<file path="config.mk">
export PLATFORM = sky130hd
export DESIGN_NAME = ssm_boc_ctrl
export DESIGN_NICKNAME = d
export VERILOG_FILES = /design/src/logic/code_filter.v /design/src/logic/ssm_boc_ctrl.v
export VERILOG_INCLUDE_DIRS = /design/src /design/src/logic
export SDC_FILE = /design/constraint.sdc
export NUM_CORES = 1
export LEC_CHECK = 0
export BUFFER_PORTS_ARGS = -buffer_cell sky130_fd_sc_hd__buf_2
export CAP_MARGIN = 20
export CORE_ASPECT_RATIO = 0.6
export CORE_UTILIZATION = 45
export CTS_BUF_LIST = sky130_fd_sc_hd__clkbuf_8
export CTS_CLUSTER_SIZE = 40
export DETAILED_ROUTE_END_ITERATION = 10
export GPL_TIMING_DRIVEN = 0
export PLACE_DENSITY_LB_ADDON = 0.2
export SYNTH_ARGS = -nofsm -noshare
export SYNTH_HDL_FRONTEND = slang
export SYNTH_HIERARCHICAL = 1
export SYNTH_SLANG_ARGS = --single-unit
</file>
<file path="constraint.sdc">
create_clock -name mclk_in -period 5.1 [get_ports mclk_in]
set_clock_uncertainty 0.15 [all_clocks]
set_input_delay 1.53 -clock mclk_in [delete_from_list [all_inputs] [get_ports mclk_in]]
set_output_delay 1.53 -clock mclk_in [all_outputs]
set_load 0.02 [all_outputs]
</file>
<file path="src/logic/ssm_map.vh">
// register offsets, field positions, reset values and filter counts
// assumes an 8-bit register port with a 9-bit byte address
`ifndef SSM_MAP_VH
`define SSM_MAP_VH

// register offsets
`define A_CONTROL 9'h170
`define A_RX_CODE 9'h171
`define A_MATCH_ONE 9'h172
`define A_MATCH_TWO 9'h173
`define A_MATCH_THREE 9'h174
`define A_TX_CODE 9'h175
`define A_TX_REPEAT 9'h176
`define A_RX_INTL 9'h177
`define A_TX_INTL 9'h178
`define A_SA_SELECT 9'h179
`define A_IRQ_STATUS 9'h17A
`define A_IRQ_MASK 9'h17B

// control register fields
`define B_CARRIER 7
`define B_MFILT_HI 6
`define B_MFILT_LO 5
`define B_RX_EN 4
`define B_RESET 3
`define B_RFILT_HI 2
`define B_RFILT_LO 1
`define B_SEND 0

// interrupt status and mask layout
`define E_RX_MSG 0
`define E_CHANGE 1
`define E_MATCH1 2
`define E_MATCH2 3
`define E_MATCH3 4
`define E_TX_DONE 5
`define E_WIDTH 6

// reset values
`define R_CONTROL 8'h00
`define R_REPEAT 8'h01
`define R_ZERO8 8'h00
`define R_ZERO4 4'h0
`define R_SA_SEL 3'h0

// consecutive-code filter counts
`define FILT_NONE 3'h1
`define FILT_3 3'h3
`define FILT_5 3'h5
`define FILT_7 3'h7

// quality codes
`define Q_UNKNOWN 4'h0
`define Q_PRC 4'h2
`define Q_SSU_A 4'h4
`define Q_SSU_B 4'h8
`define Q_SEC 4'hB
`define Q_DNU 4'hF

`endif

</file>
<file path="src/logic/code_filter.v">
// consecutive identical code qualifier, one pulse when the run is met
// assumes strobes are at least two clocks apart and code_in stays stable
`timescale 1ns/100ps
`include "ssm_map.vh"

module code_filter
(
   // clock and reset
   input wire mclk_in,
   input wire rst_in,
   // control
   input wire clear_in,
   input wire [1:0] sel_in,
   // assembled code
   input wire stb_in,
   input wire [3:0] code_in,
   input wire err_in,
   // result
   output wire hit_out
);

reg [3:0] last_ff;
reg [2:0] run_ff;
reg hit_ff;
reg fired_ff;
reg [2:0] need;
reg [2:0] nxt_run;
wire grow;
wire fire;

assign grow = (code_in == last_ff) && (run_ff != 3'h0);

always @*
begin
   case (sel_in)
      2'h0: need = `FILT_NONE;
      2'h1: need = `FILT_3;
      2'h2: need = `FILT_5;
      default: need = `FILT_7;
   endcase
   // an errored code breaks the run; count saturates at 7
   if (err_in)
      nxt_run = 3'h0;
   else if (grow)
      nxt_run = (run_ff == 3'h7) ? 3'h7 : run_ff + 3'h1;
   else
      nxt_run = 3'h1;
end

// fires once per run, not again while the same code keeps coming;
// a filter relaxed mid-run still lets the ongoing run through
assign fire = stb_in && !err_in && (nxt_run >= need) && !(grow && fired_ff);

always @(posedge mclk_in or posedge rst_in)
begin
   if (rst_in)
   begin
      last_ff <= 4'h0;
      run_ff <= 3'h0;
      hit_ff <= 1'b0;
      fired_ff <= 1'b0;
   end
   else if (clear_in)
   begin
      last_ff <= 4'h0;
      run_ff <= 3'h0;
      hit_ff <= 1'b0;
      fired_ff <= 1'b0;
   end
   else
   begin
      hit_ff <= fire;
      if (stb_in)
      begin
         run_ff <= nxt_run;
         last_ff <= code_in;
         fired_ff <= fire || (grow && fired_ff);
      end
   end
end

assign hit_out = hit_ff;

endmodule // code_filter

</file>
<file path="src/logic/ssm_boc_ctrl.v">
// E1 synchronization status message controller: code send and receive
// in one Sa bit or the Si bit, filters, match alarms, raw Si bits.
// assumes the framer gives one frame_tick_in per frame with the frame
// number in the crc multiframe and that frame's overhead bits beside it.
//
// Contract
// RQ1 - codes go MSB first from frame 2; receiver aligns the same way
// RQ2 - 4-bit quality code values; others reserved
// RQ3 - control bit 7 picks Sa carrier or Si carrier both directions
// RQ4 - active message overrides normal Sa; software enables one Sa only
// RQ5 - match filter needs 1/3/5/7 identical clean codes; not for alarm
// RQ6 - control bit 4 enables the receiver
// RQ7 - control bit 3 restores defaults except interrupt registers, self clears
// RQ8 - receive filter 1/3/5/7 gates alarm and receive register update
// RQ9 - control bit 0 starts a send and self clears
// RQ10 - accepted code goes to bits 3:0, old bits 3:0 move to 7:4
// RQ11 - three expected codes each with own alarm, match filtered
// RQ12 - change alarm when accepted code differs from previous one
// RQ13 - repeat code count times then all ones; 0 means forever
// RQ14 - software ends endless send by new count and new send
// RQ15 - received FAS Si bits held, updated on multiframe boundary
// RQ16 - programmed Si bits sent from boundary; message wins when enabled
// RQ17 - transmit data takes effect at boundary; reads are coherent
//
// Chosen here: the strobed register port.
`timescale 1ns/100ps
`include "ssm_map.vh"

module ssm_boc_ctrl
(
   // clock and reset
   input wire mclk_in,
   input wire rst_in,
   // register port
   input wire [8:0] addr_in,
   input wire [7:0] wr_data_in,
   input wire wr_in,
   input wire rd_in,
   output wire [7:0] rd_data_out,
   // framer timing
   input wire frame_tick_in,
   input wire [3:0] frame_num_in,
   // receive overhead
   input wire [4:0] rx_sa_in,
   input wire rx_si_in,
   input wire rx_err_in,
   // transmit overhead
   output wire [4:0] tx_sa_out,
   output wire [4:0] tx_sa_ovr_out,
   output wire tx_si_out,
   // interrupt
   output wire irq_out
);

localparam ST_IDLE = 2'h0;
localparam ST_SEND = 2'h1;
localparam ST_ONES = 2'h2;

// ************************************************************
// registers
// ************************************************************
reg [7:0] control_ff;
reg [7:0] rx_code_ff;
reg [3:0] exp_one_ff;
reg [3:0] exp_two_ff;
reg [3:0] exp_three_ff;
reg [3:0] tx_code_ff;
reg [7:0] tx_repeat_ff;
reg [7:0] rx_intl_ff;
reg [7:0] tx_intl_ff;
reg [2:0] sa_sel_ff;
reg [`E_WIDTH-1:0] status_ff;
reg [`E_WIDTH-1:0] mask_ff;
reg [7:0] rd_data_ff;
reg irq_ff;

wire wr_ctl = wr_in && (addr_in == `A_CONTROL);
// RQ7 soft reset
wire soft_rst = wr_ctl && wr_data_in[`B_RESET];
// RQ9 send trigger
wire send_req = wr_ctl && wr_data_in[`B_SEND] && !wr_data_in[`B_RESET];

wire carrier_si = control_ff[`B_CARRIER];
wire rx_en = control_ff[`B_RX_EN];
wire [1:0] mfilt_sel = control_ff[`B_MFILT_HI:`B_MFILT_LO];
wire [1:0] rfilt_sel = control_ff[`B_RFILT_HI:`B_RFILT_LO];

// ************************************************************
// frame slots
// ************************************************************
// RQ3 carrier frame: Si in FAS (even) frames, Sa in NFAS (odd) frames
wire carrier_frame = frame_tick_in && (frame_num_in[0] == !carrier_si);
// RQ1 slot phase counted from frame 2
wire [3:0] from_two = frame_num_in - 4'h2;
wire [1:0] phase = from_two[2:1];
wire boundary = frame_tick_in && (frame_num_in == 4'h0);
wire fas_frame = frame_tick_in && !frame_num_in[0];
wire sa_valid = (sa_sel_ff <= 3'h4);
wire rx_bit = carrier_si ? rx_si_in : (sa_valid ? rx_sa_in[sa_sel_ff] : 1'b1);

// ************************************************************
// receive assembly
// ************************************************************
reg [2:0] rx_sh_ff;
reg rx_err_ff;
reg rx_started_ff;
reg nib_stb_ff;
reg [3:0] nib_code_ff;
reg nib_err_ff;
reg [7:0] si_sh_ff;

always @(posedge mclk_in or posedge rst_in)
begin
   if (rst_in)
   begin
      rx_sh_ff <= 3'h0;
      rx_err_ff <= 1'b0;
      rx_started_ff <= 1'b0;
      nib_stb_ff <= 1'b0;
      nib_code_ff <= 4'h0;
      nib_err_ff <= 1'b0;
   end
   // RQ6 receiver idle when disabled
   else if (soft_rst || !rx_en)
   begin
      rx_sh_ff <= 3'h0;
      rx_err_ff <= 1'b0;
      rx_started_ff <= 1'b0;
      nib_stb_ff <= 1'b0;
   end
   else
   begin
      nib_stb_ff <= 1'b0;
      if (carrier_frame)
      begin
         // RQ1 msb first, aligned on frame 2
         if (phase == 2'h0)
         begin
            rx_started_ff <= 1'b1;
            rx_err_ff <= rx_err_in;
            rx_sh_ff <= {2'h0, rx_bit};
         end
         else if (phase == 2'h3)
         begin
            nib_stb_ff <= rx_started_ff;
            nib_code_ff <= {rx_sh_ff, rx_bit};
            nib_err_ff <= rx_err_ff || rx_err_in;
         end
         else
         begin
            rx_sh_ff <= {rx_sh_ff[1:0], rx_bit};
            rx_err_ff <= rx_err_ff || rx_err_in;
         end
      end
   end
end

// ************************************************************
// filters
// ************************************************************
wire rx_hit;
wire match_hit;

// RQ8 receive filter
code_filter u_rx_filter
(
   .mclk_in(mclk_in),
   .rst_in(rst_in),
   .clear_in(soft_rst || !rx_en),
   .sel_in(rfilt_sel),
   .stb_in(nib_stb_ff),
   .code_in(nib_code_ff),
   .err_in(nib_err_ff),
   .hit_out(rx_hit)
);

// RQ5 match filter, separate from the receive filter
code_filter u_match_filter
(
   .mclk_in(mclk_in),
   .rst_in(rst_in),
   .clear_in(soft_rst || !rx_en),
   .sel_in(mfilt_sel),
   .stb_in(nib_stb_ff),
   .code_in(nib_code_ff),
   .err_in(nib_err_ff),
   .hit_out(match_hit)
);

// ************************************************************
// transmit engine
// ************************************************************
reg [1:0] tx_st_ff;
reg [1:0] nxt_tx_st;
reg [3:0] cur_code_ff;
reg [3:0] nxt_cur_code;
reg [7:0] remain_ff;
reg [7:0] nxt_remain;
reg pend_ff;
reg tx_done_ev;
reg msg_bit;
reg [4:0] tx_sa_ff;
reg [4:0] tx_sa_ovr_ff;
reg tx_si_ff;
reg [7:0] tx_si_hold_ff;

// RQ17 a pending send is taken only at the first slot of a multiframe
wire start_now = pend_ff && carrier_frame && (phase == 2'h0) && (frame_num_in[3:1] == 3'h1);

always @*
begin
   nxt_tx_st = tx_st_ff;
   nxt_cur_code = cur_code_ff;
   nxt_remain = remain_ff;
   tx_done_ev = 1'b0;
   msg_bit = 1'b1;
   if (start_now)
   begin
      nxt_tx_st = ST_SEND;
      nxt_cur_code = tx_code_ff;
      nxt_remain = tx_repeat_ff;
      msg_bit = tx_code_ff[3];
   end
   else if (carrier_frame && (tx_st_ff == ST_SEND))
   begin
      // RQ1 msb in the first slot
      msg_bit = cur_code_ff[2'h3 - phase];
      // RQ13 count repetitions, zero repeats forever
      if ((phase == 2'h3) && (remain_ff != 8'h00))
      begin
         nxt_remain = remain_ff - 8'h01;
         if (remain_ff == 8'h01)
         begin
            nxt_tx_st = ST_ONES;
            tx_done_ev = 1'b1;
         end
      end
   end
end

always @(posedge mclk_in or posedge rst_in)
begin
   if (rst_in)
   begin
      tx_st_ff <= ST_IDLE;
      cur_code_ff <= 4'h0;
      remain_ff <= 8'h00;
      pend_ff <= 1'b0;
      tx_sa_ff <= 5'h1F;
      tx_sa_ovr_ff <= 5'h00;
      tx_si_ff <= 1'b1;
      tx_si_hold_ff <= 8'h00;
   end
   else if (soft_rst)
   begin
      tx_st_ff <= ST_IDLE;
      cur_code_ff <= 4'h0;
      remain_ff <= 8'h00;
      pend_ff <= 1'b0;
      tx_sa_ff <= 5'h1F;
      tx_sa_ovr_ff <= 5'h00;
      tx_si_hold_ff <= 8'h00;
   end
   else
   begin
      tx_st_ff <= nxt_tx_st;
      cur_code_ff <= nxt_cur_code;
      remain_ff <= nxt_remain;
      // RQ14 a new send replaces an endless one
      if (send_req)
         pend_ff <= 1'b1;
      else if (start_now)
         pend_ff <= 1'b0;
      // RQ17 programmed Si bits taken at the boundary
      if (boundary)
         tx_si_hold_ff <= tx_intl_ff;
      if (frame_tick_in)
      begin
         // RQ4 override only the one selected Sa bit while active
         tx_sa_ovr_ff <= 5'h00;
         tx_sa_ff <= 5'h1F;
         if (!carrier_si && sa_valid && (nxt_tx_st != ST_IDLE))
         begin
            tx_sa_ovr_ff[sa_sel_ff] <= 1'b1;
            tx_sa_ff[sa_sel_ff] <= msg_bit;
         end
         // RQ16 message wins over programmed Si bits
         if (fas_frame)
         begin
            if (carrier_si && (nxt_tx_st != ST_IDLE))
               tx_si_ff <= msg_bit;
            else if (boundary)
               tx_si_ff <= tx_intl_ff[7];
            else
               tx_si_ff <= tx_si_hold_ff[3'h7 - frame_num_in[3:1]];
         end
      end
   end
end

// ************************************************************
// host registers
// ************************************************************
wire [3:0] cur_rx = rx_code_ff[3:0];
reg [`E_WIDTH-1:0] events;
reg [`E_WIDTH-1:0] nxt_status;

always @*
begin
   events = {`E_WIDTH{1'b0}};
   // RQ8 alarm is raised by the receive filter only
   events[`E_RX_MSG] = rx_hit;
   // RQ12 change against the last accepted code
   events[`E_CHANGE] = rx_hit && (nib_code_ff != cur_rx);
   // RQ11 each expected code has its own alarm
   events[`E_MATCH1] = match_hit && (nib_code_ff == exp_one_ff);
   events[`E_MATCH2] = match_hit && (nib_code_ff == exp_two_ff);
   events[`E_MATCH3] = match_hit && (nib_code_ff == exp_three_ff);
   events[`E_TX_DONE] = tx_done_ev;
   nxt_status = status_ff;
   if (wr_in && (addr_in == `A_IRQ_STATUS))
      nxt_status = status_ff & ~wr_data_in[`E_WIDTH-1:0];
   // set wins over a clear in the same cycle
   nxt_status = nxt_status | events;
end

always @(posedge mclk_in or posedge rst_in)
begin
   if (rst_in)
   begin
      control_ff <= `R_CONTROL;
      rx_code_ff <= `R_ZERO8;
      exp_one_ff <= `R_ZERO4;
      exp_two_ff <= `R_ZERO4;
      exp_three_ff <= `R_ZERO4;
      tx_code_ff <= `R_ZERO4;
      tx_repeat_ff <= `R_REPEAT;
      rx_intl_ff <= `R_ZERO8;
      tx_intl_ff <= `R_ZERO8;
      sa_sel_ff <= `R_SA_SEL;
      si_sh_ff <= `R_ZERO8;
      status_ff <= {`E_WIDTH{1'b0}};
      mask_ff <= {`E_WIDTH{1'b0}};
      irq_ff <= 1'b0;
   end
   else
   begin
      status_ff <= nxt_status;
      irq_ff <= |(status_ff & mask_ff);
      if (wr_in && (addr_in == `A_IRQ_MASK))
         mask_ff <= wr_data_in[`E_WIDTH-1:0];
      // RQ7 defaults back, interrupt registers kept
      if (soft_rst)
      begin
         control_ff <= `R_CONTROL;
         rx_code_ff <= `R_ZERO8;
         exp_one_ff <= `R_ZERO4;
         exp_two_ff <= `R_ZERO4;
         exp_three_ff <= `R_ZERO4;
         tx_code_ff <= `R_ZERO4;
         tx_repeat_ff <= `R_REPEAT;
         rx_intl_ff <= `R_ZERO8;
         tx_intl_ff <= `R_ZERO8;
         sa_sel_ff <= `R_SA_SEL;
         si_sh_ff <= `R_ZERO8;
      end
      else
      begin
         // RQ9 send and reset bits are not stored
         if (wr_ctl)
            control_ff <= wr_data_in & 8'hF6;
         if (wr_in && (addr_in == `A_MATCH_ONE))
            exp_one_ff <= wr_data_in[3:0];
         if (wr_in && (addr_in == `A_MATCH_TWO))
            exp_two_ff <= wr_data_in[3:0];
         if (wr_in && (addr_in == `A_MATCH_THREE))
            exp_three_ff <= wr_data_in[3:0];
         if (wr_in && (addr_in == `A_TX_CODE))
            tx_code_ff <= wr_data_in[3:0];
         if (wr_in && (addr_in == `A_TX_REPEAT))
            tx_repeat_ff <= wr_data_in;
         if (wr_in && (addr_in == `A_TX_INTL))
            tx_intl_ff <= wr_data_in;
         if (wr_in && (addr_in == `A_SA_SELECT))
            sa_sel_ff <= wr_data_in[2:0];
         // RQ2 RQ10 codes kept as received; new code low, previous high
         if (rx_hit)
            rx_code_ff <= {cur_rx, nib_code_ff};
         // RQ15 Si of FAS frames, frame 0 in bit 7
         if (fas_frame)
            si_sh_ff[3'h7 - frame_num_in[3:1]] <= rx_si_in;
         if (boundary)
            rx_intl_ff <= si_sh_ff;
      end
   end
end

// RQ17 read data sampled from flops in one edge, so never torn
always @(posedge mclk_in or posedge rst_in)
begin
   if (rst_in)
      rd_data_ff <= 8'h00;
   else if (rd_in)
   begin
      case (addr_in)
         `A_CONTROL: rd_data_ff <= control_ff;
         `A_RX_CODE: rd_data_ff <= rx_code_ff;
         `A_MATCH_ONE: rd_data_ff <= {4'h0, exp_one_ff};
         `A_MATCH_TWO: rd_data_ff <= {4'h0, exp_two_ff};
         `A_MATCH_THREE: rd_data_ff <= {4'h0, exp_three_ff};
         `A_TX_CODE: rd_data_ff <= {4'h0, tx_code_ff};
         `A_TX_REPEAT: rd_data_ff <= tx_repeat_ff;
         `A_RX_INTL: rd_data_ff <= rx_intl_ff;
         `A_TX_INTL: rd_data_ff <= tx_intl_ff;
         `A_SA_SELECT: rd_data_ff <= {5'h00, sa_sel_ff};
         `A_IRQ_STATUS: rd_data_ff <= {2'h0, status_ff};
         `A_IRQ_MASK: rd_data_ff <= {2'h0, mask_ff};
         default: rd_data_ff <= 8'h00;
      endcase
   end
   else
      rd_data_ff <= 8'h00;
end

assign rd_data_out = rd_data_ff;
assign tx_sa_out = tx_sa_ff;
assign tx_sa_ovr_out = tx_sa_ovr_ff;
assign tx_si_out = tx_si_ff;
assign irq_out = irq_ff;

endmodule // ssm_boc_ctrl

</file>
==> results of run 1 <==
per-stage QoR:
stage	cell area, µm²	total power, µW	instances
6_report	8960	2720	1127
5_1_grt	8950	2850	1125
4_1_cts	8950	2730	1125
3_5_place_dp	8580	1860	1093
3_3_place_gp	8520	1850	1090
2_1_floorplan	8010	1710	812
Yosys cell counts (5+ instances only):
cell type / instances
nor2b_1: 8
buf_2: 20
nand2_1: 110
nand4_1: 9
inv_1: 33
clkbuf_1: 21
xor2_1: 23
mux2i_1: 61
nand3_1: 10
nand3b_1: 9
xnor2_1: 8
nand2b_1: 6
a22oi_1: 11
a21oi_1: 73
dfrtp_1: 142
nor3_1: 23
dfstp_2: 7
o21ai_0: 22
nor4_1: 6
and3_1: 5
mux4_2: 7
a221oi_1: 5
mux2_2: 13
ha_1: 14
nor2_1: 73
report_power, final:
group / internal (µW) / switching, µW
combinational: 181 / 295
clock: 381 / 493
sequential: 1270 / 99.1
final timing paths:
kind | to | slack (ns) | depth (start not counted)
min in group asynchronous | u_rx_filter/run_ff[2]$_DFFE_PP0P_ | 0.90 | 2
min | tx_si_out$_DFFE_PP1P_ | 0.35 | 2
max | tx_sa_out[3]$_DFFE_PP1P_ | 1.39 | 8
min reg2reg | tx_si_out$_DFFE_PP1P_ | 0.35 | 2
max in group asynchronous | tx_repeat_ff[0]$_DFFE_PP1P_ | 2.82 | 4
max reg2reg | u_match_filter/fired_ff$_DFFE_PP0P_ | 2.55 | 9
sequential cells by signal, indices dropped and copies added (netlist names), 4 cells and up:
register                count
mask_ff                     6
tx_intl_ff                  8
tx_repeat_ff                8
status_ff                   6
tx_sa_ovr_out               5
control_ff                  6
u_match_filter/last_ff      4
rx_code_ff                  8
exp_one_ff                  4
si_sh_ff                    8
cur_code_ff                 4
rx_intl_ff                  8
tx_sa_out                   5
tx_code_ff                  4
nib_code_ff                 4
u_rx_filter/last_ff         4
tx_si_hold_ff               8
remain_ff                   8
exp_two_ff                  4
exp_three_ff                4
rd_data_out                 8
cells in the final DEF (no fill, tap or decap), drive strengths merged, types with 4 or more instances in the layout:
master	n
dfrtp	142
nand2	114
a21oi	75
buf	74
nor2	73
mux2i	61
clkbuf	42
inv	37
nor3	29
o21ai	25
xor2	23
ha	14
mux2	13
nor4	12
a22oi	11
nand3	10
nand3b	9
nand4	9
xnor2	9
nor2b	8
mux4	7
dfstp	7
nand2b	6
clkinvlp	6
and3	5
a221oi	5
and2	5
a211oi	4
o22ai	4
a31oi	4
o21a	4
worst max-delay path, cell delays in order:
cell and delay [ns]:
clkbuf_1 0.40, inv_1 0.21, ha_1 0.43, mux4_2 0.37, nor4b_2 0.23, o21ai_1 0.17, nor4_1 0.45, a31oi_1 0.14
layer usage:
metal  up-vias  share of wire, %  global-route usage, %
met1      3209                52                   42.2
met3        22               9.5                   8.62
met2       240                38                   32.7
met5         -                 0                      0
li1       2988                 -                      -
met4         0               1.0                   6.14
area by class of cell:
class,count,area (µm²)
plain buffers,49,248
clock inverters,12,95.1
repair buffers,47,280
diodes,2,5.00
inverters,34,131
flip-flops and latches,149,3740
well taps,234,293
multi-input cells,580,3890
clock buffers,20,275
fillers,1625,8310
kinds of logic (layout without fill, tap and decap cells):
| family | after synthesis | in the layout | share of synthesized area [%] |
|---|---|---|---|
| compound gates | 154 | 154 | 12.1 |
| xor+xnor | 32 | 32 | 3.60 |
| fa+ha+maj | 14 | 14 | 2.19 |
| buf+inv | 83 | 162 | 4.69 |
| flops | 149 | 149 | 46.7 |
| mux | 81 | 81 | 11.4 |
| other cells | 0 | 2 | 0 |
| simple gates | 299 | 299 | 19.3 |
==> results.env, run 1 <==
IO_PINS=53
CTS.SINK_COUNT=149
SYNTH.NET_COUNT=859
FINALSETUPVIOLATIONS=0
WORSTPATHMAXFANOUT=9
FINAL_PERIOD_MINUS_WORST_SETUP_SLACK_NS=3.71
HOLD_CLASS='register to register'
HOLDCRITSTARTPOINT='tx_si_out$_DFFE_PP1P_'
MEAN_ROUTED_WIRELENGTH_PER_CELL_UM=20.4
SYNTHTOPCELLSBYAREA='dfrtp_1 44%, mux2i_1 7.6%, nand2_1 5.2%, a21oi_1 4.6%, nor2_1 3.4%'
SYNTHTOLAYOUTAREAGROWTH_PCT=11.9
WORSTSKEWPAIRLATENCY_NS=0.47
MAX_CAP_VIOL_COUNT=0
WL_MM=23.0
FINAL_ANTENNA_NET_COUNT=0
DIE_Y_UM=105
NUMBER_OF_BUFFERS_ADDED_BY_THE_CLOCK_TREE_SYNTHESIS_STEP=17
SYNTH-EDFF-COUNT=0
YS.WARNINGS.COUNT=6
ROUTABILITYCONGESTION=0.950
TOTAL_COUNT_OF_HOLD_CHECK_FAILURES_IN_THE_FINAL_REPORT=0
SYNTH_TOP_CELL_BY_AREA='dfrtp_1'
CTS.REPAIR_TIMING.SETUP_BUFFER_COUNT=0
SETUP.WORST_PATH.END_CLASS='register'
CTSRESIZECOUNT=0
GLOBAL_ROUTE.OVERFLOW_TOTAL=0
GRT_FIRST_PASS_WIRELENGTH_MM=35.5
GRT_ANTENNA_BEFORE_REPAIR=0
POST_ROUTE_CELLS_DRIVE_ABOVE_1_SHARE_PCT=17.7
DRV_SLEW=0
NUM-NETS-FINAL=925
WORST_TRAN_PIN_VALUE_NS=1.03
H-TREE-DEPTH=4
SETUP-TNS-FINAL_NS=0
GRT.TOTAL_USAGE_PCT=26.3
SYNTHFLOPTYPE='dfrtp_1'
TRITONCTS_CLOCK_TREE='built'
GRT_PASS1_VIAS=6006
NETLIST_INSTANCES=812
GRT_MAX_DEGREE=42
NUM_VIAS=6459
FINALHOLDWORSTSLACK_NS=0.348
START_KIND='input port'
FLOORPLAN.DIE_AREA_UM2=18300
PWR_DENSITY_nW_PER_UM2=304
PORT_BUFFERS=44
START_UTIL_PCT=46.4
OUTCOME='completed'
CORE_AREA_UM2=17300
MAXSLEWHEADROOM_PCT=30.7
POST_DRT_VIA_CELL_RATIO=5.73
FINAL_MIN_PERIOD_OVER_CLOCK_PERIOD_PCT=72.8
CTS.REPORTEDPATHS.CLKPINSLEW_NS=0.09
YS_TYPES=67
P_LEAK_uW=0.00396
TIMING.CRITICAL_PATH.ARRIVAL_NS=3.94
CRIT_TYPE='input port to register'
FINAL_CORE_UTIL_PCT=51.9
IR_DROP_uV=166
CTS.ROOT.BUFFER_CELL='clkbuf_8'
WORST-ENDPOINT-REQUIRED_NS=5.33
PRE_CTS_SLACK_NS=0.941
DIEWIDTH_UM=174
SYNTH.AVG_CELL_AREA_UM2=9.86
CLOCKBUFFERDEPTH=2
SYNTH_TOP_AREA_SHARE_PCT=44.4
REG2REG_FROM='nib_code_ff[3]$_DFFE_PP0P_'
YOSYS_REGISTER_BITS=149
CRIT_PATH_START='frame_num_in[2]'
TIMING.FINAL.WS_SETUP_NS=1.39
DETAILEDROUTE.FIRSTPASSITERATIONCOUNT=6
MAXIMUM_FREQUENCY_FROM_STATIC_TIMING_ANALYSIS_MHz=269
DRT_FIRST_ITER_VIOLATIONS=721
SYNTH-SEQ-AREA-SHARE_PCT=46.7
STD_CELL_ROWS=37
SYNTHARSTFLOPSHARE_PCT=100
RSZ_0062_RAISED_AFTER_GLOBAL_ROUTING='false'
HOLDBUFCOUNTCTS=0
NETLIST_AREA_UM2=8000
HPWL_MM=17.3
REMAINING_DRC_ERRORS=0
Note: power is estimated with default switching activity, not from simulation.
==> run 2: changes to the inputs <==
--- a/config.mk
+++ b/config.mk
@@ -6,6 +6,7 @@
 export SDC_FILE = /design/constraint.sdc
 export NUM_CORES = 1
 export LEC_CHECK = 0
+export ABC_AREA = 1
 export BUFFER_PORTS_ARGS = -buffer_cell sky130_fd_sc_hd__buf_2
 export CAP_MARGIN = 20
 export CORE_ASPECT_RATIO = 0.6
==> constraint.sdc (replaced) <==
create_clock -name mclk_in -period 3.25 [get_ports mclk_in]
set_clock_uncertainty 0.15 [all_clocks]
set_input_delay 0.975 -clock mclk_in [delete_from_list [all_inputs] [get_ports mclk_in]]
set_output_delay 0.975 -clock mclk_in [all_outputs]
set_load 0.02 [all_outputs]
==> results.env, run 2 <==
WORST_TRAN_PIN_VALUE_NS=0.814  # was 1.03 ns
MAX_CAP_VIOL_COUNT=0  # unchanged
IR_DROP_uV=239  # was 166 µV
CLOCKBUFFERDEPTH=2  # unchanged
NETLIST_INSTANCES=1066  # was 812
STD_CELL_ROWS=37  # unchanged
SYNTH.AVG_CELL_AREA_UM2=7.59  # was 9.86 µm²
CRITICAL_PATH.REG2REG.ENDPOINT='u_match_filter/fired_ff$_DFFE_PP0P_'  # unchanged
POST_DRT_VIA_CELL_RATIO=5.20  # was 5.73
GRT_FIRST_PASS_WIRELENGTH_MM=36.4  # was 35.5 mm
FLOORPLAN.DIE_AREA_UM2=18500  # was 18300 µm²
PWR_DENSITY_nW_PER_UM2=424  # was 304 nW/µm²
GRT_PASS1_VIAS=6527  # was 6006
REG2REG_SLACK_NS=0.89  # was 2.55 ns
GRT_ANTENNA_BEFORE_REPAIR=0  # unchanged
IO_PINS=53  # unchanged
SYNTH_TOP_AREA_SHARE_PCT=43.9  # was 44.4%
MAXSLEWHEADROOM_PCT=45.6  # was 30.7%
MEAN_ROUTED_WIRELENGTH_PER_CELL_UM=16.6  # was 20.4 µm
SYNTH-SEQ-AREA-SHARE_PCT=46.2  # was 46.7%
POST_ROUTE_CELLS_DRIVE_ABOVE_1_SHARE_PCT=15.3  # was 17.7%
HOLD-PATH-CELL-COUNT=2  # unchanged
PORT_BUFFERS=51  # was 44
CTS.ROOT.BUFFER_CELL='clkbuf_8'  # unchanged
MOST_FREQUENT_CELLS_IN_THE_LAYOUT='323 x nand2_1, 150 x inv_1, 142 x dfrtp_1, 94 x o21ai_0, 79 x nor2_1'  # was 142 x dfrtp_1, 110 x nand2_1, 73 x a21oi_1, 73 x nor2_1, 64 x buf_2
MOSTFREQUENTLAYOUTCELL='nand2_1'  # was dfrtp_1
HPWL_MM=17.7  # was 17.3 mm
YS.WARNINGS.COUNT=6  # unchanged
H-TREE-DEPTH=4  # unchanged
GLOBAL_ROUTE.OVERFLOW_TOTAL=0  # unchanged
YS_TYPES=43  # was 67
REG2REG_FROM='nib_code_ff[3]$_DFFE_PP0P_'  # unchanged
FILLCELLCOUNT=1702  # was 1625
SYNTH_TOP_CELLS_BY_COUNT='323 x nand2_1, 150 x inv_1, 142 x dfrtp_1'  # was 142 x dfrtp_1, 110 x nand2_1, 73 x a21oi_1, 73 x nor2_1, 61 x mux2i_1
SYNTHFLOPTYPE='dfrtp_1'  # unchanged
START_KIND='input port'  # unchanged
WORST-ENDPOINT-REQUIRED_NS=3.45  # was 5.33 ns
SYNTHMOSTINSTANTIATEDCELL='nand2_1'  # was dfrtp_1
FINAL_MIN_PERIOD_OVER_CLOCK_PERIOD_PCT=86.1
REMAINING_DRC_ERRORS=0  # unchanged
MAXIMUM_FREQUENCY_FROM_STATIC_TIMING_ANALYSIS_MHz=357
GRT.TOTAL_USAGE_PCT=26.3  # about the same
RSZ_0062_RAISED_AFTER_GLOBAL_ROUTING='false'  # unchanged
DETAILEDROUTE.FIRSTPASSITERATIONCOUNT=5  # was 6
DIE_Y_UM=106  # was 105 µm
SETUP.WORST_PATH.END_CLASS='register'  # unchanged
DRT_FIRST_ITER_VIOLATIONS=771  # was 721
TIMING.FINAL.WS_SETUP_NS=0.451  # was 1.39 ns
STDCELL_AREA_UM2=9120  # was 8960 µm²
WORSTPATHMAXFANOUT=10  # was 9
SYNTHARSTFLOPSHARE_PCT=100  # unchanged
PRE_CTS_SLACK_NS=-0.0167  # was 0.941 ns
YOSYS_REGISTER_BITS=149  # unchanged
DIODES=0  # was 2
HOLD_CLASS='register to register'  # unchanged
CORE_AREA_UM2=17400  # was 17300 µm²
SYNTH_TOP_CELL_BY_AREA='dfrtp_1'  # unchanged
FINALSETUPVIOLATIONS=0  # unchanged
CRIT_TYPE='input port to register'  # unchanged
START_UTIL_PCT=46.6  # was 46.4%
NUMBER_OF_BUFFERS_ADDED_BY_THE_CLOCK_TREE_SYNTHESIS_STEP=17  # unchanged
WL_MM=23.1  # was 23.0 mm
FINAL_ANTENNA_NET_COUNT=0  # unchanged
NUM-NETS-FINAL=1186  # was 925
FF2FF_PATH_DEPTH=15  # was 9
HOLDBUFCOUNTCTS=0  # unchanged
ROUTABILITYCONGESTION=0.921  # was 0.950
SYNTH.NET_COUNT=1113  # was 859
MULTI_INPUT_COMB_AREA_UM2=3590  # was 3890 µm²
LAYOUT.AREA.SEQ_UM2=3740  # unchanged
CTS.SINK_COUNT=149  # unchanged
SYNTHTOPCELLSBYAREA='dfrtp_1 44%, nand2_1 15%, inv_1 7.0%, o21ai_0 5.8%, nand3_1 4.8%'  # was dfrtp_1 44%, mux2i_1 7.6%, nand2_1 5.2%, a21oi_1 4.6%, nor2_1 3.4%
PLACEDINSTANCEAREA_UM2=8700  # was 8580 µm²
CTS.REPORTEDPATHS.CLKPINSLEW_NS=0.10  # was 0.09 ns
P_LEAK_uW=0.00476  # was 0.00396 µW
NUM_VIAS=7212  # was 6459
GRT_MAX_DEGREE=40  # was 42
TOTAL_COUNT_OF_HOLD_CHECK_FAILURES_IN_THE_FINAL_REPORT=0  # unchanged
DIEWIDTH_UM=175  # was 174 µm
CTSRESIZECOUNT=0  # unchanged
TRITONCTS_CLOCK_TREE='built'  # unchanged
TIMING.HOLD.WORST_ENDPOINT='tx_si_out$_DFFE_PP1P_'  # unchanged
TIMING.CRITICAL_PATH.ARRIVAL_NS=3.00  # was 3.94 ns
DRV_SLEW=0  # unchanged
WORSTSKEWPAIRLATENCY_NS=0.47  # about the same
NETLIST_AREA_UM2=8090  # was 8000 µm²
OUTCOME='completed'  # unchanged
FINAL_CORE_UTIL_PCT=52.5  # was 51.9%
HOLDCRITSTARTPOINT='tx_si_out$_DFFE_PP1P_'  # unchanged
SYNTH-EDFF-COUNT=0  # unchanged
SYNTHTOLAYOUTAREAGROWTH_PCT=12.8  # was 11.9%
FINAL_PERIOD_MINUS_WORST_SETUP_SLACK_NS=2.80
CTS.REPAIR_TIMING.SETUP_BUFFER_COUNT=0  # unchanged
[run 2: critical path, cell delays in order]
cell and delay (ns):
buf_2 0.10, buf_2 0.17, inv_1 0.30, ha_1 0.21, inv_1 0.04, nor2_1 0.19
nand2_1 0.13, nor2_2 0.15, buf_2 0.22, buf_2 0.25, o21ai_0 0.10, nand3_1 0.09
o21ai_1 0.07
[run 2: layer usage]
layer	wire [µm]	GRT usage, %	vias up
li1	-	-	3527
met1	11900	42.3	3391
met2	8630	33.5	280
met3	2350	8.19	14
met4	144	4.66	0
met5	0	0	-
[run 2: kinds of logic (layout without fill, tap and decap cells)]
logic type               after synthesis  in the layout  synth area share [%]
AND/OR/NAND/NOR                      543            543                  29.4
buffers and inverters                183            269                  9.36
AO/OA/AOI/OAI                        168            168                  11.9
flip-flops                           149            149                  46.2
adder cells (fa/ha/maj)               14             14                  2.17
XOR/XNOR                               9              9                 0.975
[run 2: cell type report]
class,instances,area share [%]
multi-input combinational,734,39.4
clock buffer,18,2.72
tap,234,3.21
inverter,163,6.75
timing repair buffer,54,3.46
sequential,149,41.0
buffer,20,1.59
clock inverter,14,1.93
[run 2: worst max-delay path by stage]
stage	slack (ns)	from	end	depth (start not counted)
after floorplan	0.51	rst_in	control_ff[1]$_DFFE_PP0P_	1
after global placement	-0.45	rst_in	si_sh_ff[4]$_DFFE_PP0P_	2
after detailed placement	-0.02	frame_num_in[2]	remain_ff[1]$_DFFE_PP0P_	13
after CTS	0.47	frame_num_in[2]	remain_ff[1]$_DFFE_PP0P_	13
after global routing	0.31	frame_num_in[2]	remain_ff[4]$_DFFE_PP0P_	14
final	0.45	frame_num_in[2]	remain_ff[2]$_DFFE_PP0P_	13
[run 2: power breakdown]
group | internal [µW] | switching [µW] | leakage [µW]
clock network | 787 | 785 | 0.000204
registers | 1930 | 63.4 | 0.00192
logic | 96.6 | 204 | 0.00264
[run 2: per-stage QoR]
step / std cells / setup TNS, ns / hold WS, ns / total power, µW
detailed placement: 1354 / -0.0333 / 0.305 / 2330
finish: 1386 / 0 / 0.321 / 3870
global route: 1386 / 0 / 0.344 / 4030
CTS: 1386 / 0 / 0.321 / 3880
global placement: 1351 / -54.81 / 0.306 / 2320
floorplan: 1066 / 0 / 0.292 / 2200
